File: src/watchdog_pkg.sv
package watchdog_pkg;

	// Register byte offsets on the APB bus
	localparam logic [7:0] ADDR_CTRL       = 8'h00;
	localparam logic [7:0] ADDR_OSC_CTRL   = 8'h04;
	localparam logic [7:0] ADDR_COUNT      = 8'h08;
	localparam logic [7:0] ADDR_INT_STATUS = 8'h0C;
	localparam logic [7:0] ADDR_INT_MASK   = 8'h10;

	// Control register fields
	localparam int unsigned CTRL_SWEN_BIT  = 0;
	localparam int unsigned CTRL_EN_BIT    = 1;
	localparam int unsigned CTRL_SEL_LSB   = 8;

	// Oscillator frequency select field position
	localparam int unsigned OSC_SEL_LSB    = 4;
	localparam int unsigned OSC_SEL_MSB    = 6;
	localparam int unsigned OSC_SEL_W      = OSC_SEL_MSB - OSC_SEL_LSB + 1;

	// Interrupt status bit positions
	localparam int unsigned INT_W          = 3;
	localparam int unsigned INT_TIMEOUT    = 0;
	localparam int unsigned INT_CLEARED    = 1;
	localparam int unsigned INT_CLKFAIL    = 2;

	// Values after reset
	localparam logic              SWEN_RST    = 1'b0;
	localparam logic [2:0]        OSC_SEL_RST = 3'h0;
	localparam logic [INT_W-1:0]  INT_RST     = 3'h0;

	// Base period and postscaler size
	localparam int unsigned CLK_MHZ        = 100;
	localparam int unsigned BASE_PERIOD_US = 4000;
	localparam int unsigned BASE_CYCLES    = BASE_PERIOD_US * CLK_MHZ;
	localparam int unsigned PS_W           = 16;
	localparam int unsigned SEL_W          = 4;

endpackage

File: src/watchdog_base_counter.sv
`timescale 1ns/1ps
module watchdog_base_counter #(
	parameter int unsigned CYCLES = watchdog_pkg::BASE_CYCLES
) (
	input  wire logic                      pclk,
	input  wire logic                      presetn,
	input  wire logic                      clr,
	output logic      [$clog2(CYCLES)-1:0] count,
	output logic                           tick
);
	localparam int unsigned CW = $clog2(CYCLES);

	logic [CW-1:0] cnt_q;

	if (CYCLES < 2) begin : g_bad_cycles
		$error("base period must be at least two cycles");
	end

	// Clear has priority so a tick never escapes in a clear cycle
	assign tick  = !clr && (cnt_q == CW'(CYCLES - 1));
	assign count = cnt_q;

	// Free count of the oscillator time base
	always_ff @(posedge pclk or negedge presetn) begin
		if (!presetn) begin
			cnt_q <= '0;
		end else if (clr || tick) begin
			cnt_q <= '0;
		end else begin
			cnt_q <= cnt_q + 1'b1;
		end
	end
endmodule // watchdog_base_counter

File: src/watchdog_postscaler.sv
`timescale 1ns/1ps
module watchdog_postscaler #(
	parameter int unsigned W = watchdog_pkg::PS_W
) (
	input  wire logic                 pclk,
	input  wire logic                 presetn,
	input  wire logic                 tick,
	input  wire logic                 clr,
	input  wire logic [$clog2(W)-1:0] sel,
	output logic      [W-1:0]         count,
	output logic                      fire
);
	localparam int unsigned SW = $clog2(W);

	logic [W-1:0] count_q;
	logic [W-1:0] mask;

	if (W < 2 || (1 << SW) != W) begin : g_bad_width
		$error("postscaler width must be a power of two");
	end

	// Tap mask: ratio 2**sel ends when the low sel bits are all ones
	for (genvar i = 0; i < W; i++) begin : g_mask
		assign mask[i] = (sel > SW'(i));
	end

	assign fire  = tick && (count_q == mask);
	assign count = count_q;

	// Postscaler count, restarted after each time-out
	always_ff @(posedge pclk or negedge presetn) begin
		if (!presetn) begin
			count_q <= '0;
		end else if (clr || fire) begin
			count_q <= '0;
		end else if (tick) begin
			count_q <= count_q + 1'b1;
		end
	end
endmodule // watchdog_postscaler

File: src/watchdog_timer.sv
// Behaviour
// - The watchdog runs from the internal RC oscillator and keeps it on while enabled.
// - The base counter gives a nominal 4 ms period before postscaling.
// - A 16-bit postscaler follows, its tap picked by configuration bits.
// - Time-outs span 4 ms up to 131.072 s at the largest tap.
// - Sleep or clear-watchdog instructions clear base and postscaler.
// - Changing the oscillator frequency select field 6:4 clears both.
// - A clock failure clears the base counter and the postscaler.
// - Software may enable only when configuration left it disabled.
`timescale 1ns/1ps
module watchdog_timer #(
	parameter int unsigned BASE_CYCLES = watchdog_pkg::BASE_CYCLES
) (
	input  wire logic        pclk,
	input  wire logic        presetn,
	input  wire logic        psel,
	input  wire logic        penable,
	input  wire logic        pwrite,
	input  wire logic [7:0]  paddr,
	input  wire logic [31:0] pwdata,
	output logic      [31:0] prdata,
	output logic             pready,
	output logic             pslverr,
	input  wire logic        cfg_enable,
	input  wire logic [3:0]  cfg_postscale_sel,
	input  wire logic        clear_watchdog_instruction,
	input  wire logic        sleep_instruction,
	input  wire logic        clock_failure,
	output logic             internal_rc_oscillator_enable,
	output logic [2:0]       internal_osc_frequency_select,
	output logic             timeout_pulse,
	output logic             irq
);
	localparam int unsigned CW  = $clog2(BASE_CYCLES);
	localparam int unsigned PSW = watchdog_pkg::PS_W;
	localparam int unsigned IW  = watchdog_pkg::INT_W;
	localparam int unsigned OL  = watchdog_pkg::OSC_SEL_LSB;
	localparam int unsigned OM  = watchdog_pkg::OSC_SEL_MSB;

	// Too short a base period leaves no cycle between tick and restart
	if (BASE_CYCLES < 2) begin : g_bad_base
		$error("base period must be at least two cycles");
	end

	// Register state
	logic            swen_q;
	logic [2:0]      osc_sel_q;
	logic [IW-1:0]   int_status_q;
	logic [IW-1:0]   int_status_d;
	logic [IW-1:0]   int_mask_q;
	logic [31:0]     prdata_q;
	logic            pready_q;
	logic            pslverr_q;
	logic            osc_en_q;
	logic            timeout_q;
	logic            irq_q;

	// Bus decode
	logic            access;
	logic            done;
	logic            hit;
	logic [31:0]     rdata;
	logic            wr_ctrl;
	logic            wr_osc;
	logic            wr_int;
	logic            wr_mask;

	// Counting path
	logic            wdt_en;
	logic            instr_clr;
	logic            freq_change;
	logic            clr;
	logic            base_tick;
	logic [CW-1:0]   base_count;
	logic [PSW-1:0]  ps_count;
	logic            ps_fire;
	logic [IW-1:0]   events;

	// A transfer completes at the edge where pready is seen high
	assign access = psel && penable;
	assign done   = access && pready_q;
	assign wr_ctrl = done && pwrite && (paddr == watchdog_pkg::ADDR_CTRL);
	assign wr_osc  = done && pwrite && (paddr == watchdog_pkg::ADDR_OSC_CTRL);
	assign wr_int  = done && pwrite &&
		(paddr == watchdog_pkg::ADDR_INT_STATUS);
	assign wr_mask = done && pwrite && (paddr == watchdog_pkg::ADDR_INT_MASK);

	// Configuration enable wins; software can only add enable
	assign wdt_en = cfg_enable || swen_q;

	// Only a real change of the field clears, same-value writes do not
	assign freq_change = wr_osc && (pwdata[OM:OL] != osc_sel_q);
	assign instr_clr   = clear_watchdog_instruction || sleep_instruction;

	// Disabled watchdog is held cleared so it restarts from zero
	assign clr = instr_clr || freq_change || clock_failure ||
		!wdt_en;

	// Events that can raise the interrupt
	assign events = {clock_failure, instr_clr, ps_fire};

	// Read data mux; unmapped offsets read zero and flag an error
	always_comb begin
		rdata = '0;
		hit   = 1'b1;
		unique case (paddr)
			watchdog_pkg::ADDR_CTRL: begin
				rdata[watchdog_pkg::CTRL_SWEN_BIT] = swen_q;
				rdata[watchdog_pkg::CTRL_EN_BIT]   = wdt_en;
				rdata[watchdog_pkg::CTRL_SEL_LSB +: 4] = cfg_postscale_sel;
			end
			watchdog_pkg::ADDR_OSC_CTRL: begin
				rdata[OM:OL] = osc_sel_q;
			end
			watchdog_pkg::ADDR_COUNT: begin
				rdata[PSW-1:0] = ps_count;
			end
			watchdog_pkg::ADDR_INT_STATUS: begin
				rdata[IW-1:0] = int_status_q;
			end
			watchdog_pkg::ADDR_INT_MASK: begin
				rdata[IW-1:0] = int_mask_q;
			end
			default: begin
				hit = 1'b0;
			end
		endcase
	end

	// One wait state: pready rises in the second access cycle
	always_ff @(posedge pclk or negedge presetn) begin
		if (!presetn) begin
			pready_q  <= 1'b0;
			pslverr_q <= 1'b0;
			prdata_q  <= '0;
		end else begin
			pready_q  <= access && !pready_q;
			pslverr_q <= access && !pready_q && !hit;
			if (access && !pready_q) begin
				prdata_q <= pwrite ? '0 : rdata;
			end
		end
	end

	// Software enable bit
	always_ff @(posedge pclk or negedge presetn) begin
		if (!presetn) begin
			swen_q <= watchdog_pkg::SWEN_RST;
		end else if (wr_ctrl) begin
			swen_q <= pwdata[watchdog_pkg::CTRL_SWEN_BIT];
		end
	end

	// Oscillator frequency select, driven out to the clock block
	always_ff @(posedge pclk or negedge presetn) begin
		if (!presetn) begin
			osc_sel_q <= watchdog_pkg::OSC_SEL_RST;
		end else if (wr_osc) begin
			osc_sel_q <= pwdata[OM:OL];
		end
	end

	// Oscillator request follows the effective enable
	always_ff @(posedge pclk or negedge presetn) begin
		if (!presetn) begin
			osc_en_q <= 1'b0;
		end else begin
			osc_en_q <= wdt_en;
		end
	end

	// 4 ms time base from the oscillator-rate clock
	watchdog_base_counter #(
		.CYCLES (BASE_CYCLES)
	) u_base (
		.pclk    (pclk),
		.presetn (presetn),
		.clr     (clr),
		.count   (base_count),
		.tick    (base_tick)
	);

	// Postscaler with configuration tap select
	watchdog_postscaler #(
		.W (PSW)
	) u_post (
		.pclk    (pclk),
		.presetn (presetn),
		.tick    (base_tick),
		.clr     (clr),
		.sel     (cfg_postscale_sel),
		.count   (ps_count),
		.fire    (ps_fire)
	);

	// Single-cycle time-out toward reset or wake logic
	always_ff @(posedge pclk or negedge presetn) begin
		if (!presetn) begin
			timeout_q <= 1'b0;
		end else begin
			timeout_q <= ps_fire;
		end
	end

	// Sticky status: a new event beats a same-cycle write-one clear
	always_comb begin
		int_status_d = int_status_q;
		if (wr_int) begin
			int_status_d = int_status_q & ~pwdata[IW-1:0];
		end
		int_status_d = int_status_d | events;
	end

	always_ff @(posedge pclk or negedge presetn) begin
		if (!presetn) begin
			int_status_q <= watchdog_pkg::INT_RST;
		end else begin
			int_status_q <= int_status_d;
		end
	end

	// Interrupt mask, one enable per status bit
	always_ff @(posedge pclk or negedge presetn) begin
		if (!presetn) begin
			int_mask_q <= watchdog_pkg::INT_RST;
		end else if (wr_mask) begin
			int_mask_q <= pwdata[IW-1:0];
		end
	end

	// Level interrupt; lags the status by one cycle to stay registered
	always_ff @(posedge pclk or negedge presetn) begin
		if (!presetn) begin
			irq_q <= 1'b0;
		end else begin
			irq_q <= |(int_status_q & int_mask_q);
		end
	end

	// Outputs straight from flops
	assign prdata                        = prdata_q;
	assign pready                        = pready_q;
	assign pslverr                       = pslverr_q;
	assign internal_rc_oscillator_enable = osc_en_q;
	assign internal_osc_frequency_select = osc_sel_q;
	assign timeout_pulse                 = timeout_q;
	assign irq                           = irq_q;

	// Helper: cycles since the base counter last restarted
	logic [31:0] gap_q;

	always_ff @(posedge pclk or negedge presetn) begin
		if (!presetn) begin
			gap_q <= '0;
		end else if (clr || base_tick) begin
			gap_q <= '0;
		end else begin
			gap_q <= gap_q + 32'h0000_0001;
		end
	end
endmodule // watchdog_timer

File: config.mk
export PLATFORM = sky130hd
export DESIGN_NAME = watchdog_timer
export DESIGN_NICKNAME = d
export VERILOG_FILES = /design/src/watchdog_pkg.sv /design/src/watchdog_base_counter.sv /design/src/watchdog_postscaler.sv /design/src/watchdog_timer.sv
export SDC_FILE = /design/constraint.sdc
export NUM_CORES = 1
export LEC_CHECK = 0
export BUFFER_PORTS_ARGS = -buffer_cell sky130_fd_sc_hd__clkbuf_2
export CELL_PAD_IN_SITES_DETAIL_PLACEMENT = 0
export CELL_PAD_IN_SITES_GLOBAL_PLACEMENT = 1
export CORE_MARGIN = 5
export CORE_UTILIZATION = 40
export CTS_CLUSTER_DIAMETER = 120
export CTS_CLUSTER_SIZE = 16
export DETAILED_ROUTE_END_ITERATION = 16
export HOLD_SLACK_MARGIN = 0.02
export PLACE_DENSITY = 0.76
export SETUP_SLACK_MARGIN = 0.5
export SYNTH_ARGS = -nofsm -noshare
export SYNTH_HDL_FRONTEND = slang
export SYNTH_SLANG_ARGS = --single-unit
File: constraint.sdc
create_clock -name pclk -period 2.3 [get_ports pclk]
set_input_delay 0.345 -clock pclk [delete_from_list [all_inputs] [get_ports pclk]]
set_output_delay 0.345 -clock pclk [all_outputs]
set_load 0.005 [all_outputs]
# Word level (Yosys, flattened, before mapping)
# Index checks and enable logic that the tools add are counted.
# totals
reg_bits	82
output_inout_bits	40
word_cells	81
# op_classes
n_addsub	2
magnitude_cmp	16
eq_ne	7
mux	13
bitwise_logic	4
n_reduce_logical	27
# op_table
cell	count
2-to-1 mux 16 bit	3
> comparator 4 bit, second input constant	8
adder 19 x 1 -> 19 bit, second input constant	1
== test 19 bit, second input constant	1
2-to-1 mux 19 bit	1
adder 16 x 1 -> 16 bit, second input constant	1
== test 16 bit	1
== test 8 x 4 -> 1 bit, second input constant	2
> comparator 4 x 3 -> 1 bit, second input constant	4
logical AND 1 bit	12
== test 8 x 3 -> 1 bit, second input constant	1
== test 8 x 5 -> 1 bit, second input constant	1
> comparator 4 x 1 -> 1 bit, second input constant	2
> comparator 4 x 2 -> 1 bit, second input constant	2
zero test 8 bit	1
case mux 2 bit (4 select lines)	1
case mux 4 bit (2 select lines)	1
logical OR 1 bit	7
AND 3 bit	2
case mux 3 bit (2 select lines)	1
OR reduction 5 bit	1
zero test 1 bit	4
2-to-1 mux 4 bit	1
2-to-1 mux 1 bit	3
7 further kinds	7

# Logic depth before layout (Yosys ltp)
# logic_depth
ltp_word	13
ltp_mapped	8
depth_no_buf	6

# Hierarchy
# Synthesis repeated with hierarchy kept, for this count alone.
# unflattened
hier_cells	391
area_unflattened_um2	3880.0
# modules_own_cells
module	n_inst	cells_per_inst	area_each_um2	seq_area_each_um2
watchdog_timer	1	142	1571.5	775.7
watchdog_postscaler	1	150	1317.5	400.4
watchdog_base_counter	1	99	991.0	475.5

# Worst setup path before layout
# No wires, ideal clock.
# synth_path
kind	input to register
startpoint	in cfg_postscale_sel[0]
endpoint	reg u_post.count_q[8], in the netlist u_post.count[8]
setup_time_ps	119
arrival_ps	1944
required_ps	2181
path_slack_ps	237
path_stages	8
path_buffers	2
path_cell_list	buf_4 -> xor2_1 -> o41ai_2 -> nand4_1 -> or4b_4 -> o21bai_4 -> buf_8 -> nor2_2
# synth_between
elab_chain_len	5
elab_cells_between_ends	21
# synth_rtl
element	line	source
start: declaration	watchdog_timer.sv:25	input wire logic [3:0] cfg_postscale_sel,
> comparator 4 x 1 -> 1 bit, or another cell as far along	watchdog_postscaler.sv:24	assign mask[i] = (sel > SW'(i));
== test 16 bit (*)	watchdog_postscaler.sv:27	assign fire = tick && (count_q == mask);
logical AND 1 bit (*)	watchdog_postscaler.sv:27	
logical OR 1 bit (*)	watchdog_postscaler.sv:34	end else if (clr || fire) begin
2-to-1 mux 16 bit or nonzero test 2 bit (tied branches)	-	
end signal: assignment	watchdog_postscaler.sv:37	count_q <= count_q + 1'b1;
end: declaration	watchdog_postscaler.sv:15	logic [W-1:0] count_q;
# Mark *: on every way between the ends. The rest lies on a longest branch, timed or not.
# A chain may end at the register's enable or synchronous reset.

# Final worst setup path
# layout_path
startpoint	reg u_post.count_q[0], in the netlist u_post.count[0]
endpoint	reg u_post.count_q[5], in the netlist u_post.count[5]
# layout_between
elab_chain_len	4
elab_cells_between_ends	7
# layout_rtl
element
parallel branches: the longest is 4 deep, another holds adder 16 x 1 -> 16 bit
# Several ways; the timed one is not identified. The select of a mux whose other input is x is not followed.

==> metrics <==
first-pass GRT wire length=about 16 mm; CP arrival=approximately 2.3 ns; clock sinks=66; final number of setup-violating endpoints=0; hold path startpoint=clock_failure; setup slack, reg-to-reg=around 0.27 ns; Routed WL=9.72 mm; global route total overflow=0; clk buf depth=2; CP required=approximately 2.5 ns; cell count after synthesis=415; most frequent cells in the layout=dfrtp_1, clkbuf_2, nand2_1, nor2_1, buf_4; FF-to-FF path depth=7; Worst Setup SP=u_post.count[0]; met1 Use GR=22.2%; grt peak-use layer=met2; worst hold slack=0.198 ns; Peak Freq=492 MHz; GRT Overall Usage=between 10% and 20%; Core Region=between 9000 and 10000 um2; FF-to-FF End=u_post.count[5]; startpoint types=flop; Hold Crit Endpoint=int_status_q[2]; Final Hold Fails=0; RSZ-0062 raised after global routing=true; Initial Util=41.4%; met2 Resource Use GR=a little under 30%; clock tree root driver cell=clkbuf_8; HP Class=in2reg; vias per cell=5.24; WL/cell=about 15 um; Synth Register Bits=66; max-cap violations=0; DIE AREA=between 10000 and 15000 um2; P per Cell Area=about 470 nW/um2; HPWL Detailed=a little under 7 mm; mapped cell area=3840 um2; Die Wd=around 110 um; Final Critical Period=around 2.0 ns; Worst Clk Skew=0.00957 ns; sequence of cells on the critical path=xor2_1 -> o41ai_2 -> nand4_1 -> or4b_4 -> o21bai_4 -> buf_12 -> nor2_1; pin count of the biggest net entering global routing=47; Vias=3290; number of synthesized flops with an enable pin=0; DRC errors left=0; Worst Setup End Kind=flop; met3 usage=around 4.2%; FP Rows=35; Sequential Area=roughly 1700 um2; post-route antenna net violation count=0; total CTS buffers=9; n_diodes=0; post-synth top area share=about 43%; CTS H-tree depth=3; Seq/Total Area, Yosys=between 40% and 50%; FF-to-FF Start=u_post.count[0]; DRT iter0 DRCs=around 160; Synth area leaders=dfrtp_1, xor2_1, nand2_1; area grow syn2layout=22.3%; status=complete, no violations; Synth Area per Inst=9.26 um2; fin nets=549; Most used DFF post-synth=dfrtp_1; area taken by multi-input logic gates=~2100 um2; Critical Path Slowest Stage Cell=or4b_4; worst-path fanout max=14; Ports=between 90 and 100; share of layout cells above drive strength 1=30.1%; async set or reset register ratio after synthesis=100%; fill cell count=907; max-slew violation count=0; commonest non-fill, non-tap cell in the layout=dfrtp_1; Worst Tran Pin Value=roughly 0.61 ns; Buffers on Ports=50; antenna violations before repair=0; placer congestion estimate=0.866; Slew Limit Headroom=roughly 60%; die height=roughly 110 um; CP Class=reg2reg; CP max stage delay=0.54 ns; 1st-pass router iterations=5; CTS tree=done; vias in the first global route=roughly 3200; Synth area leader=dfrtp_1; Worst-path clk slew=0.08 ns; worst vdd ir=about 0.00022 V; yosys warns=0; clk_lat worst skew=about 0.35 ns; Distinct cells, synth=between 60 and 70; final setup TNS=0 ns; hold path cells=2; Lkg Pwr=around 2.1 nW; Tcrit/Tclk final=approximately nine tenths
metal layers:
metal	part of all wire [%]	wire [um]	vias to the layer above
li1	-	-	1594
met5	0	0	-
met1	44	4250	1583
met2	48	4710	105
met3	7.0	683	8
met4	0.84	82	0
report_power, final:
| part | switching, W | total [W] | internal (W) |
|---|---|---|---|
| combinational | 0.000106 | 0.000168 | 0.0000620 |
| sequential | 0.00000203 | 0.00117 | 0.00116 |
| clock | 0.000477 | 0.000866 | 0.000388 |
area by class of cell:
type / count / area share [%]
Tap cell: 129 / 3.44
Sequential cell: 66 / 35.3
Clock inverter: 7 / 0.959
Inverter: 7 / 0.559
Multi-Input combinational cell: 318 / 44.3
Timing Repair Buffer: 92 / 12.9
Clock buffer: 9 / 2.64
stage by stage:
step | std cells | utilization [%] | setup WS, ns | cell area (um2) | total power (W)
floorplan | 430 | - | 0.352 | 3940 | 0.00129
global placement | 595 | 46.4 | 0.162 | 4310 | 0.00135
detailed placement | 595 | 46.4 | 0.120 | 4310 | 0.00135
CTS | 622 | 49.5 | 0.254 | 4590 | 0.00222
global route | 628 | 50.6 | 0.179 | 4700 | 0.00231
finish | 628 | 50.6 | 0.269 | 4700 | 0.00220
how the worst max path moves through the flow:
stage                 endpoint  slack (ns)  depth (start not counted)
6_report       u_post.count[5]        0.27                          7
5_1_grt        u_post.count[3]        0.18                          6
4_1_cts        u_post.count[5]        0.25                          7
3_5_place_dp   u_post.count[5]        0.12                          9
3_3_place_gp   u_post.count[4]        0.16                          8
2_1_floorplan  u_post.count[8]        0.35                          8
repair_timing:
action / in CTS / in global routing
resized for setup: 9 / 13
endpoints found under the hold margin: 20 / 0
gates cloned: 0 / 1
hold buffers: 1 / 0
setup endpoints to repair: 34 / 34
setup buffers: 10 / 5
pin swaps: 6 / 7
registers in the layout, indices dropped and copies added, names as in the netlist:
signal and cells:
u_base.count 19, prdata 16, u_post.count 16, int_mask_q 3, int_status_q 3, internal_osc_frequency_select 3, internal_rc_oscillator_enable 1, irq 1
pready 1, pslverr 1, swen_q 1, timeout_pulse 1
synth_stat cells, drive strengths merged, types with 3 or more instances:
master   instances
clkbuf          14
mux2             8
xnor2            9
nor2            51
a21oi            5
nor4b            3
dfrtp           66
xor2            28
nor4             6
nand3           20
a222oi           3
buf             26
o2111ai          3
inv              7
nor2b            4
nor4bb           3
nor3            12
and3             9
or2              3
nand4bb          4
nand4            8
nand2           45
and2             4
and4             3
o21ai           25
a22oi            7
critical path, delay by kind of cell (launching register included):
kind / cells / cell delay (ns)
buf+inv: 1 / 0.17
xor+xnor: 1 / 0.16
compound gates: 2 / 0.35
simple gates: 3 / 0.80
flops: 1 / 0.44
cells by family (layout without fill, tap and decap cells):
logic type                 count (synthesis)  in the layout  share of synthesized area, %
muxes                                     10             10                          2.87
xor gates and xnor gates                  37             37                          8.43
DFF                                       66             66                          43.0
adders and majority gates                  2              2                         0.651
buffers and inverters                     47            115                          7.03
other                                      1             16                        0.0976
AOI/OAI and AO/OA                         67             67                          12.5
and+or+nand+nor                          185            186                          25.5
Note: power is estimated with default switching activity, not from simulation.
